File: config.mk
export PLATFORM = sky130hd
export DESIGN_NAME = conference_mixer
export DESIGN_NICKNAME = d
export VERILOG_FILES = /design/src/core/mixer_pkg.sv /design/src/core/conference_mixer.sv
export VERILOG_INCLUDE_DIRS = /design/src /design/src/core
export SDC_FILE = /design/constraint.sdc
export NUM_CORES = 2
export LEC_CHECK = 0
export BUFFER_PORTS_ARGS = -buffer_cell sky130_fd_sc_hd__buf_2
export CAP_MARGIN = 0
export CORE_ASPECT_RATIO = 1.4
export CORE_MARGIN = 3
export CORE_UTILIZATION = 55
export DETAILED_ROUTE_END_ITERATION = 8
export GPL_ROUTABILITY_DRIVEN = 0
export PLACE_DENSITY = 0.7
export SLEW_MARGIN = 20
export SYNTH_ARGS = -nofsm -noshare
export SYNTH_HDL_FRONTEND = slang
export SYNTH_SLANG_ARGS = --single-unit
File: constraint.sdc
create_clock -name core_clk -period 35.6 [get_ports core_clk]
set_clock_uncertainty 0.05 [all_clocks]
set_input_delay 5.34 -clock core_clk [delete_from_list [all_inputs] [get_ports core_clk]]
set_output_delay 5.34 -clock core_clk [all_outputs]
set_load 0.03 [all_outputs]
File: src/core/mixer_defs.svh
// Register offsets, field positions, reset values and timing counts of the conference mixer
`ifndef MIXER_DEFS_SVH
`define MIXER_DEFS_SVH

`define OFF_MIX_CONTROL 12'h018
`define OFF_SLOT_SELECT 12'h01c
`define OFF_SLOT_PARAMS 12'h0d0
`define OFF_OVERFLOW 12'h014
`define OFF_SLOT_READBACK 12'h0d4
`define CTRL_ENABLE_BIT 0
`define CTRL_ULAW_BIT 7
`define PAR_GROUP_LSB 0
`define PAR_NOISE_LSB 3
`define PAR_ATT_LSB 5
`define PAR_MEMBER_BIT 7
`define CTRL_RESET 8'h00
`define PARAM_RESET 8'h00
`define FRAME_NS 125000
`define CLK_NS 40
`define FRAME_CYCLES (`FRAME_NS / `CLK_NS)
`define NOISE_LVL1 16'sd5
`define NOISE_LVL2 16'sd9
`define NOISE_LVL3 16'sd16
`define MAX_AMPL 16'sh7fff
`define MIN_AMPL 16'sh8000

`endif

File: src/core/mixer_pkg.sv
// Types shared by the conference mixer
package mixer_pkg;
    typedef enum logic [1:0] {ST_IDLE, ST_ACCUM, ST_OUTPUT} phase_t;

    typedef struct packed {
        logic member;
        logic [1:0] attenuation;
        logic [1:0] noise;
        logic [2:0] group;
    } slot_param_t;

    typedef struct packed {
        logic valid;
        logic [6:0] slot;
        logic [7:0] sample;
    } pcm_beat_t;
endpackage

File: src/core/conference_mixer.sv
// Multiparty conference mixer on the outgoing PCM path with an APB register slave
//
// Summary of operation
// (RQ1) Eight independent conferences, any number of member slots each.
// (RQ2) Member slot transmit sample is replaced by the mixed conference sample.
// (RQ3) Membership limited only by slots; up to 128 slots stored.
// (RQ4) A slot holds one conference number; software never assigns two.
// (RQ5) Per frame sum all members; each member gets sum minus own sample. A member beat in the swap cycle is left out of the new sum.
// (RQ6) Two alternating sum buffers swap every frame interval.
// (RQ7) Mixing happens only while the global enable bit is set.
// (RQ8) Software avoids 8 Mbit/s with 128 slots unless clock doubled.
// (RQ9) Software selects slot, links channel, then writes conference number.
// (RQ10) Noise threshold and attenuation stored and applied per slot.
// (RQ11) Software removes a slot by selecting it and writing zero.
// (RQ12) All sums and differences are signed 16-bit words.
// (RQ13) Out-of-range sums saturate to the maximum amplitude.
// (RQ14) Overflow register has one flag per conference, set on saturation.
// (RQ15) Attenuation writes accepted on the fly while running.
// (RQ16) Line members use a looped transmit/receive slot pair set by software.
// (RQ17) Line members need one transmit and one receive FIFO enabled.
// (RQ18) PCM members enable membership on transmit slot only.
// (RQ19) Reading the overflow register returns flags then clears them.
// (RQ20) Attenuation codes 0..3 give 0, -3, -6, -9 dB.
// (RQ21) Noise codes 1..3 zero magnitudes at or below 5, 9, 16.
// (RQ22) Companding is A-law when select is 0, mu-law when 1.
// (RQ23) After reset flags are clear and no slot is a member.
`timescale 1ns/1ps
`include "mixer_defs.svh"

module conference_mixer
    import mixer_pkg::*;
#(
    parameter int SLOTS = 128,
    parameter int GROUPS = 8,
    parameter int FRAME_CYCLES = `FRAME_CYCLES
)
(
    // Clock and reset
    input wire logic core_clk,
    input wire logic rst,
    // APB slave
    input wire logic psel,
    input wire logic penable,
    input wire logic pwrite,
    input wire logic [11:0] paddr,
    input wire logic [31:0] pwdata,
    output logic [31:0] prdata,
    output logic pready,
    output logic pslverr,
    // Outgoing PCM stream, before and after mixing
    input pcm_beat_t tx_in,
    output pcm_beat_t tx_out,
    // Frame boundary seen by the mixer
    output logic frame_tick
);
    // Slot and group fields are fixed at 7 and 3 bits; frame counter is 17 bits
    if (SLOTS != 128 || GROUPS != 8 || FRAME_CYCLES < 2 || FRAME_CYCLES > 131072)
    begin
        $error("conference_mixer: unsupported parameters");
    end

    // Module state except the slot parameters and the sum banks
    typedef struct packed {
        logic [7:0] ctrl;
        logic [6:0] sel;
        logic [7:0] flags;
        logic bank;
        logic [16:0] frame_cnt;
        logic [31:0] prdata;
        logic pready;
        logic pslverr;
        pcm_beat_t out;
        logic tick;
    } state_t;

    state_t q, d;
    slot_param_t params [SLOTS];
    logic signed [15:0] acc [2][GROUPS];

    // Decode an 8-bit companded code to linear, A-law or mu-law
    function automatic logic signed [15:0] expand(input logic [7:0] c, input logic ulaw);
        logic [7:0] v;
        logic [2:0] e;
        logic [14:0] m;
        v = 8'h00;
        e = 3'd0;
        m = 15'd0;
        if (ulaw)
        begin
            v = ~c;
            e = v[6:4];
            m = 15'((({11'd0, v[3:0]} << 3) + 15'd132) << e) - 15'd132;
        end
        else
        begin
            v = c ^ 8'h55;
            e = v[6:4];
            m = {7'd0, v[3:0], 4'h8};
            if (e != 3'd0)
                m = 15'((m + 15'h100) << (e - 3'd1));
        end
        expand = (v[7] ^ ulaw) ? $signed({1'b0, m}) : -$signed({1'b0, m});
    endfunction

    // Encode linear to companded code
    function automatic logic [7:0] compress(input logic signed [15:0] s, input logic ulaw);
        logic [15:0] mag;
        logic [2:0] e;
        logic [3:0] mm;
        logic neg;
        neg = s[15];
        mag = neg ? 16'(-s) : 16'(s);
        e = 3'd0;
        mm = 4'h0;
        if (ulaw)
        begin
            if (mag > 16'd32635)
                mag = 16'd32635;
            mag = mag + 16'd132;
            for (int i = 7; i >= 0; i--)
                if (e == 3'd0 && mag[i + 7])
                    e = 3'(i);
            // Widened sum, so exponents 5..7 do not wrap the shift amount
            mm = 4'(mag >> (4'(e) + 4'd3));
            compress = ~{neg, e, mm};
        end
        else
        begin
            for (int i = 7; i >= 1; i--)
                if (e == 3'd0 && mag[i + 7])
                    e = 3'(i);
            mm = (e == 3'd0) ? 4'(mag >> 4) : 4'(mag >> (4'(e) + 4'd3));
            compress = {~neg, e, mm} ^ 8'h55;
        end
    endfunction

    // Attenuation and noise gate of one slot input
    function automatic logic signed [15:0] condition(input logic signed [15:0] s,
                                                     input slot_param_t p);
        logic signed [15:0] a;
        logic signed [15:0] mag;
        logic signed [15:0] lvl;
        // Close binary approximations of 0.708, 0.5, 0.354 gain
        case (p.attenuation) // RQ20
            2'd0: a = s;
            2'd1: a = (s >>> 1) + (s >>> 3) + (s >>> 4) + (s >>> 6);
            2'd2: a = s >>> 1;
            default: a = (s >>> 2) + (s >>> 4) + (s >>> 5) + (s >>> 7);
        endcase
        case (p.noise) // RQ21
            2'd1: lvl = `NOISE_LVL1;
            2'd2: lvl = `NOISE_LVL2;
            2'd3: lvl = `NOISE_LVL3;
            default: lvl = -16'sd1;
        endcase
        mag = a[15] ? -a : a;
        condition = (mag <= lvl) ? 16'sd0 : a;
    endfunction

    // Saturating signed 16-bit add
    function automatic logic [16:0] sat_add(input logic signed [15:0] x,
                                            input logic signed [15:0] y);
        logic signed [16:0] w;
        w = 17'(x) + 17'(y); // RQ12
        if (w > 17'sd32767)
            sat_add = {1'b1, `MAX_AMPL}; // RQ13
        else if (w < -17'sd32768)
            sat_add = {1'b1, `MIN_AMPL};
        else
            sat_add = {1'b0, w[15:0]};
    endfunction

    // Combinational view of the current beat
    logic bus_setup;
    logic bus_write;
    logic bus_read;
    logic enabled;
    logic ulaw;
    slot_param_t cur;
    logic signed [15:0] own;
    logic [16:0] acc_sum;
    logic [16:0] mix_out;
    logic [2:0] grp;

    always_comb
    begin
        bus_setup = psel && !penable;
        bus_write = psel && penable && pwrite && q.pready;
        bus_read = psel && penable && !pwrite && q.pready;
        enabled = q.ctrl[`CTRL_ENABLE_BIT]; // RQ7
        ulaw = q.ctrl[`CTRL_ULAW_BIT]; // RQ22
        cur = params[tx_in.slot];
        grp = cur.group;
        own = condition(expand(tx_in.sample, ulaw), cur); // RQ10
        acc_sum = sat_add(acc[q.bank][grp], own);
        // Last frame's total less this member's own share
        mix_out = sat_add(acc[~q.bank][grp], -own); // RQ5
    end

    // Next state
    always_comb
    begin
        d = q;
        d.tick = 1'b0;
        d.pready = 1'b0;
        d.pslverr = 1'b0;
        d.out = tx_in;
        // Frame interval divider
        if (q.frame_cnt == 17'(FRAME_CYCLES - 1))
        begin
            d.frame_cnt = 17'd0;
            d.tick = 1'b1;
            d.bank = ~q.bank; // RQ6
        end
        else
            d.frame_cnt = q.frame_cnt + 17'd1;
        // Replace transmit sample of members with the mix
        if (tx_in.valid && enabled && cur.member) // RQ2
        begin
            d.out.sample = compress(mix_out[15:0], ulaw);
            if (acc_sum[16] || mix_out[16])
                d.flags[grp] = 1'b1; // RQ14
        end
        // APB: one wait state, answer at second access cycle
        if (psel && penable && !q.pready)
        begin
            d.pready = 1'b1;
            d.prdata = 32'h0000_0000;
            case (paddr)
                `OFF_MIX_CONTROL: d.prdata = {24'h000000, q.ctrl};
                `OFF_SLOT_SELECT: d.prdata = {25'h0000000, q.sel};
                `OFF_SLOT_PARAMS: d.prdata = {24'h000000, params[q.sel]};
                `OFF_OVERFLOW: d.prdata = {24'h000000, q.flags};
                default: d.pslverr = 1'b1;
            endcase
        end
        if (bus_write && paddr == `OFF_MIX_CONTROL)
            d.ctrl = pwdata[7:0] & 8'h81;
        if (bus_write && paddr == `OFF_SLOT_SELECT)
            d.sel = pwdata[6:0];
        // Read clears only flags already reported; later saturations wait for next read
        if (bus_read && paddr == `OFF_OVERFLOW) // RQ19
        begin
            d.flags = q.flags & ~q.prdata[7:0];
            if (tx_in.valid && enabled && cur.member && (acc_sum[16] || mix_out[16]))
                d.flags[grp] = 1'b1;
        end
        if (bus_setup)
            d.pready = 1'b0;
    end

    // Register the state
    always_ff @(posedge core_clk)
    begin
        if (rst)
        begin
            q <= '0;
            q.ctrl <= `CTRL_RESET;
            q.flags <= 8'h00; // RQ23
        end
        else
            q <= d;
    end

    // Slot parameter store; attenuation writes take effect at once
    always_ff @(posedge core_clk)
    begin
        if (rst)
        begin
            for (int i = 0; i < SLOTS; i++)
                params[i] <= `PARAM_RESET; // RQ23
        end
        else if (bus_write && paddr == `OFF_SLOT_PARAMS)
            params[q.sel] <= pwdata[7:0]; // RQ15
    end

    // Two sum banks: build one, read the other; clear on swap
    always_ff @(posedge core_clk)
    begin
        if (rst)
        begin
            for (int b = 0; b < 2; b++)
                for (int g = 0; g < GROUPS; g++)
                    acc[b][g] <= 16'sd0;
        end
        else
        begin
            if (q.tick)
            begin
                for (int g = 0; g < GROUPS; g++)
                    acc[q.bank][g] <= 16'sd0;
            end
            if (tx_in.valid && enabled && cur.member && !q.tick) // RQ1 RQ3 RQ4
                acc[q.bank][grp] <= acc_sum[15:0]; // RQ5
        end
    end

    // Outputs straight from the state register
    assign prdata = q.prdata;
    assign pready = q.pready;
    assign pslverr = q.pslverr;
    assign tx_out = q.out;
    assign frame_tick = q.tick;
endmodule

# [Yosys cells after proc, flatten, opt, wreduce, memory -nomap -nowiden]
# Memory sizes are Yosys's and may differ from the RTL's. A register that Yosys moved wholly into a read port is not among the register bits.
# Cells that the tools add are included.
[totals] reg_bits=62 ramBits=1280 in_bits=65 word_cells=490 memories=2
[mem_list] name="params" depth=128 word_bits=8 read_ports=2 rd_clocked_by_memory_dff=1 write_ports=128 line_no="conference_mixer.sv:77" rtl="slot_param_t params [SLOTS];"
[mem_list] name="acc" depth=2 word_bits=128 read_ports=2 rd_clocked_by_memory_dff=1 write_ports=2 line_no="conference_mixer.sv:78" rtl="logic signed [15:0] acc [2][GROUPS];"
[classes] addsub=20 n_lt_le_gt_ge=10 n_eq_ne=10 shifts=4 mux=231 n_bitwise=141 reduce_logical=60
[ops] cell="$mux W128" n=3
[ops] cell="$mux W16" n=12
[ops] cell="$mux W1" n=145
[ops] cell="$mux W3" n=45
[ops] cell="$or A1 B1 Y1" n=128
[ops] cell="$reduce_or A128 Y1" n=1
[ops] cell="$bmux W16 S3" n=2
[ops] cell="$pmux W16 S3" n=2
[ops] cell="$mux W17" n=4
[ops] cell="$mux W8" n=8
[ops] cell="$demux W16 S3" n=1
[ops] cell="$neg A16 Y16" n=3
[ops] cell="$logic_not A3 Y1" n=14
[ops] cell="$eq A12 B5 Y1 const B" n=3
[ops] cell="$add A16 B16 Y17" n=2
[ops] cell="$gt A17 B16 Y1 const B" n=2
[ops] cell="$lt A17 B16 Y1 const B" n=2
[ops] cell="$pmux W8 S4" n=1
[ops] cell="$shr A16 B4 Y4" n=2
[ops] cell="$logic_and A1 B1 Y1" n=30
[ops] cell="$mux W15" n=2
[ops] cell="$not A8 Y8" n=3
[ops] cell="$mux W7" n=3
[ops] cell="$add A17 B1 Y17 const B" n=1
[ops] cell="43 further kinds" n=57

# [Logic depth before layout (Yosys ltp)]
[depth] ltp_word=70 mapped_depth=83

# [Least setup slack after synthesis]
# OpenSTA, ideal clock, no wires.
[synth_timing] path_type="input port to flip-flop" from="input tx_in[5] (netlist name)" to="register q, in the netlist tx_out[0]" arrival_time_ns=20.561 setup_slack_ns=14.874 cell_stages=79 cell_sequence="clkbuf_1 inv_1 ha_1 clkbuf_1 or3_1 a32o_1 a211oi_1 a41oi_1 nor3b_1 nand3_1 or3_1 nor2b_1 xnor2_1 inv_1 fa_1 inv_1 fa_1 inv_1 [43 not listed] a221oi_4 a311o_1 o211a_2 o311a_1 nand3_1 o21ai_0 nor2_1 ha_1 clkbuf_1 o21a_1 a41o_1 o21a_1 o221a_1 or3_1 buf_4 mux2i_1 a31o_1 o21a_1"
[synth_between] elab_chain_len=69
[synth_lines] element="from (decl)" line_no="conference_mixer.sv:51" rtl="input pcm_beat_t tx_in,"
[synth_lines] element="$not A8 Y8 or $sub A3 B1 Y3 (tied branches)" line_no="conference_mixer.sv:90, conference_mixer.sv:100"
[synth_lines] element="$shl A9 B3 Y15 or $shl A10 B3 Y15 (tied branches)" line_no="conference_mixer.sv:92, conference_mixer.sv:100"
[synth_lines] element="$sub A15 B8 Y15 or $mux W15 (tied branches)" line_no="conference_mixer.sv:92, conference_mixer.sv:99"
[synth_lines] element="$mux W15 *" line_no="conference_mixer.sv:88" rtl="if (ulaw)"
[synth_lines] element="$neg A15 Y16" line_no="conference_mixer.sv:102" rtl="expand = (v[7] ^ ulaw) ? $signed({1'b0, m}) : -$signed({1'b0, m});"
[synth_lines] element="$mux W16 *" line_no="conference_mixer.sv:102"
[synth_lines] element="$add A15 B13 Y16 or $add A14 B12 Y15 (tied branches)" line_no="conference_mixer.sv:146, conference_mixer.sv:148"
[synth_lines] element="$add A16 B12 Y16 or $add A15 B11 Y16 (tied branches)" line_no="conference_mixer.sv:146, conference_mixer.sv:148"
[synth_lines] element="[53 not listed]"
[synth_lines] element="$mux W3" line_no="conference_mixer.sv:121" rtl="if (e == 3'd0 && mag[i + 7])"
[synth_lines] element="$mux W3" line_no="conference_mixer.sv:115" rtl="if (ulaw)"
[synth_lines] element="$mux W3" line_no="conference_mixer.sv:218" rtl="if (tx_in.valid && enabled && cur.member)"
[synth_lines] element="$add A3 B2 Y4" line_no="conference_mixer.sv:124" rtl="mm = 4'(mag >> (4'(e) + 4'd3));"
[synth_lines] element="$shr A16 B4 Y4" line_no="conference_mixer.sv:124"
[synth_lines] element="$not A8 Y8" line_no="conference_mixer.sv:125" rtl="compress = ~{neg, e, mm};"
[synth_lines] element="$mux W8 *" line_no="conference_mixer.sv:115"
[synth_lines] element="$mux W8 *" line_no="conference_mixer.sv:218"
[synth_lines] element="to (decl)" line_no="conference_mixer.sv:76" rtl="state_t q, d;"
# Every way passes the cells marked *; elsewhere a longest branch is shown, timed or not. The select of a mux whose other input is x is not followed.
# A chain may end at the register's enable or synchronous reset.

# [Worst setup path after layout]
[layout_timing] from="input tx_in[4] (netlist name)" to="register q, in the netlist tx_out[0]"
[layout_between] elab_chain_len=70
[layout_lines] element="parallel branches: the longest is 4 deep, another holds $sub A15 B8 Y15"
[layout_lines] element="$mux W15 *" line_no="conference_mixer.sv:88"
[layout_lines] element="$neg A15 Y16" line_no="conference_mixer.sv:102"
[layout_lines] element="$mux W16 *" line_no="conference_mixer.sv:102"
[layout_lines] element="$add A15 B13 Y16 or $add A14 B12 Y15 (tied branches)" line_no="conference_mixer.sv:146, conference_mixer.sv:148"
[layout_lines] element="$add A16 B12 Y16 or $add A15 B11 Y16 (tied branches)" line_no="conference_mixer.sv:146, conference_mixer.sv:148"
[layout_lines] element="$add A16 B10 Y16 or $add A16 B9 Y16 (tied branches)" line_no="conference_mixer.sv:146, conference_mixer.sv:148"
[layout_lines] element="$pmux W16 S3 *" line_no="conference_mixer.sv:144" rtl="case (p.attenuation)"
[layout_lines] element="[51 not listed]"
[layout_lines] element="$mux W3" line_no="conference_mixer.sv:121"
[layout_lines] element="$mux W3" line_no="conference_mixer.sv:115"
[layout_lines] element="$mux W3" line_no="conference_mixer.sv:218"
[layout_lines] element="$add A3 B2 Y4" line_no="conference_mixer.sv:124"
[layout_lines] element="$shr A16 B4 Y4" line_no="conference_mixer.sv:124"
[layout_lines] element="$not A8 Y8" line_no="conference_mixer.sv:125"
[layout_lines] element="$mux W8 *" line_no="conference_mixer.sv:115"
[layout_lines] element="$mux W8 *" line_no="conference_mixer.sv:218"
# Every way passes the cells marked *. The select of a mux whose other input is x is not followed.

==> results by group <==
Status
  – Status: completed

Global route
  – Vias in the first global route: between 50000 and 60000
  – All-Layer GR Usage: 0.310
  – GRT overflow: 0
  – Largest net degree at the start of global routing: 140
  – Initial antenna violation count: 9
  – Global-route wire length before repair: 343 mm

Clock network
  – Clock Sinks: 1350
  – Clock transition at path regs: roughly 0.060 ns
  – Clk Latency, worst-skew pair: about 0.78 ns
  – Post-CTS Setup Bufs: 0
  – Root buf cell: clkbuf_16
  – Clk buf depth: 3
  – Hold_buf cts: 0
  – CTS tree: done
  – Num CTS Buffers: 136
  – Post-CTS sizing: 0
  – CTS H-tree depth: 4

Floorplan
  – IO Pins: 116
  – Die width: ~330 um
  – Die area: 149000 sq um
  – Initial core utilization: 0.556
  – FP Rows: 164
  – Die span in y: 456 um
  – Core area: 143000 sq um

Synth
  – Post-Syn Area: 79600 sq um
  – Seq/Total Area, Yosys: 0.500
  – Synthesis-stage register bit count: approximately 1400
  – Number of library cell types mapped by synthesis: between 100 and 150
  – Top_reg_cell synth: edfxtp_1
  – EDFF count, synth: roughly 1300
  – Synth warn: 0
  – Mapped Avg Cell Area: 13.4 sq um
  – Syn Inst Count: 5939
  – Async set-reset flop share out of synthesis: 0

STA
  – Post-route clock period utilization: 0.651
  – Achievable clock frequency: roughly 43 MHz
  – Worst-Margin Slew: 1.28 ns
  – Max Slew Vio Count: 0
  – Min Hold Slack: 0.440 ns
  – Final hold vios: 0
  – Final setup vio count: 0
  – Tmin final: ~23 ns
  – Setup Total Neg Slack: 0 ns
  – Unrepaired setup endpoints after global routing: no
  – Worst relative slew slack: 0.143

Routing
  – DR pass1 iterations: 6
  – Vias/cell: 6.70
  – Routed wire length per instance: 29.8 um
  – DR iter-0 viols: 6140
  – Via count: 52300
  – # DRC: 0
  – Routed Antenna Nets: 0
  – Routed WL: 233 mm

Setup path
  – FF-to-FF setup slack: 17.71 ns
  – Crit path required time: around 36 ns
  – CP Capture Type: register
  – Crit path max-delay cell type: o21ai_0
  – Crit path from: tx_in[4]
  – Max stage delay on crit path: 0.80 ns
  – RR Startpoint: q[91]
  – Worst Path Arrival: 23.76 ns
  – Crit Path Class: in -> reg
  – Critical Path Fanout Max: 28
  – Crit path launch type: primary input

Worst hold path
  – Worst min path class: reg -> reg
  – Worst Hold Launch: q[73]

Power and ir drop
  – Power Density: between 90 and 100 nW/um^2
  – Maximum vdd drop: 213 uV
  – Pleak: a little under 30 nW

Final layout
  – Multi-input combinational cell area: around 37000 sq um
  – Sequential cell area: 39900 sq um
  – Fraction of layout cells with a size suffix above 1: 0.244
  – Nets@finish: 5958
  – Area Growth Syn to Fin: 8.12%
  – Fill count: 11100

Place
  – Port bufs: 67
  – DP Wirelength: 153 mm

Flow run
  – # Max-Cap Violations: 0
-- Yosys cell counts (6+ instances only) --
cell type	n	area [sq um]
mux4_2	714	16100
a21o_1	23	173
nand2_1	123	462
nand3b_1	11	82.6
ha_1	85	1060
or2_2	9	56.3
o211ai_1	24	180
edfxtp_1	1280	38400
mux2_2	185	2080
clkbuf_1	389	1460
a31oi_1	22	138
and2_1	1035	6470
a21oi_1	106	531
mux2i_1	77	771
fa_1	22	440
nand4_1	12	75.1
a211oi_1	20	150
o21ai_0	236	1180
nand2b_1	34	213
nor2_1	548	2060
o21ai_1	21	105
dfxtp_1	70	1400
inv_1	92	345
nor3_1	41	205
o21a_1	16	120
xnor2_1	90	788
o31ai_1	13	97.6
nor4_1	36	225
a22oi_1	6	45.0
buf_2	17	85.1
o22ai_1	100	626
o221ai_1	7	61.3
nand3_1	57	285
and3_1	29	181
nor3b_1	6	45.0
buf_1	77	289
or3_1	23	144
nor2b_1	54	338
buf_4	56	420
buf_6	7	78.8
xor2_1	26	228
-- metal layers --
metal	share of wire	vias up	track usage
met5	0.00021	-	0
met4	0.073	6	0.194
met3	0.087	754	0.0579
met2	0.49	2835	0.509
met1	0.35	26500	0.380
li1	-	22200	-
-- where the power goes --
group          total [W]  switching [W]  leakage, nW  internal [W]
Sequential       0.00184      0.0000351         13.1       0.00180
Combinational    0.00461        0.00301         14.3       0.00160
Clock            0.00144       0.000624         2.14      0.000818
Total            0.00789        0.00367         29.6       0.00422
-- path summary, 6_finish.rpt --
check,end,cells past startpoint
worst min-delay path,q[73],2
worst min register to register,q[73],2
worst max register to register,tx_out[0],64
worst max-delay path,tx_out[0],66
-- sequential cells by signal, indices dropped and copies added, names as in the netlist, named ones only --
register	cells
params	1024
acc	256
q	34
tx_out	16
prdata	8
enabled	1
frame_tick	1
pready	1
pslverr	1
-- critical path: cells and delay by family --
| family | cells | cell delay, ns |
|---|---|---|
| buffers and inverters | 4 | 0.78 |
| muxes | 1 | 0.21 |
| adders and majority gates | 8 | 3.58 |
| xor gates and xnor gates | 5 | 1.07 |
| and+or+nand+nor | 26 | 7.16 |
| AOI/OAI and AO/OA | 22 | 5.58 |
-- layout make-up --
cell class                 count  area share
sequential                  1350       0.463
multi-input combinational   3973       0.435
clock buffer                 173      0.0425
tap                         1909      0.0277
timing repair buffer         232      0.0195
clock inverter                71     0.00818
inverter                      93     0.00408
antenna                        6    0.000174
-- kinds of logic (layout without fill, tap and decap cells) --
family / after synthesis / after routing / share of synthesized area
flip-flops: 1350 / 1350 / 0.500
buffers and inverters: 639 / 569 / 0.0337
other: 1 / 30 / 0.0000471
AO/OA/AOI/OAI: 688 / 688 / 0.0548
adder cells (fa/ha/maj): 113 / 113 / 0.0197
multiplexers: 980 / 980 / 0.239
AND/OR/NAND/NOR: 2052 / 2052 / 0.140
XOR/XNOR: 116 / 116 / 0.0128
-- placed cells by master, fill, tap and decap left out, drive strengths merged, types with 24 or more instances in the layout --
cell,n
edfxtp,1280
o21ai,258
xnor2,90
o211ai,29
clkbuf,174
inv,101
dfxtp,70
mux4,714
nand3,60
a21oi,111
a211oi,25
clkinv,50
conb,24
xor2,26
mux2i,81
o22ai,100
nand2,123
mux2,185
nor4,37
nor3,44
nor2,554
ha,85
and2,1036
and3,30
buf,231
nor2b,54
nand2b,34
-- per-stage QoR --
stage                     power [W]   util  setup WS (ns)  instances  area (sq um)
after floorplan             0.00529      -          14.87       5962         79700
after global placement      0.00623  0.570          11.88       7556         81600
after detailed placement    0.00629  0.570          11.75       7556         81600
after CTS                   0.00774  0.600          12.54       7800         86000
after global routing        0.00834  0.601          11.06       7802         86100
final                       0.00789  0.601          12.44       7807         86100
(Power assumes the default switching activity.)
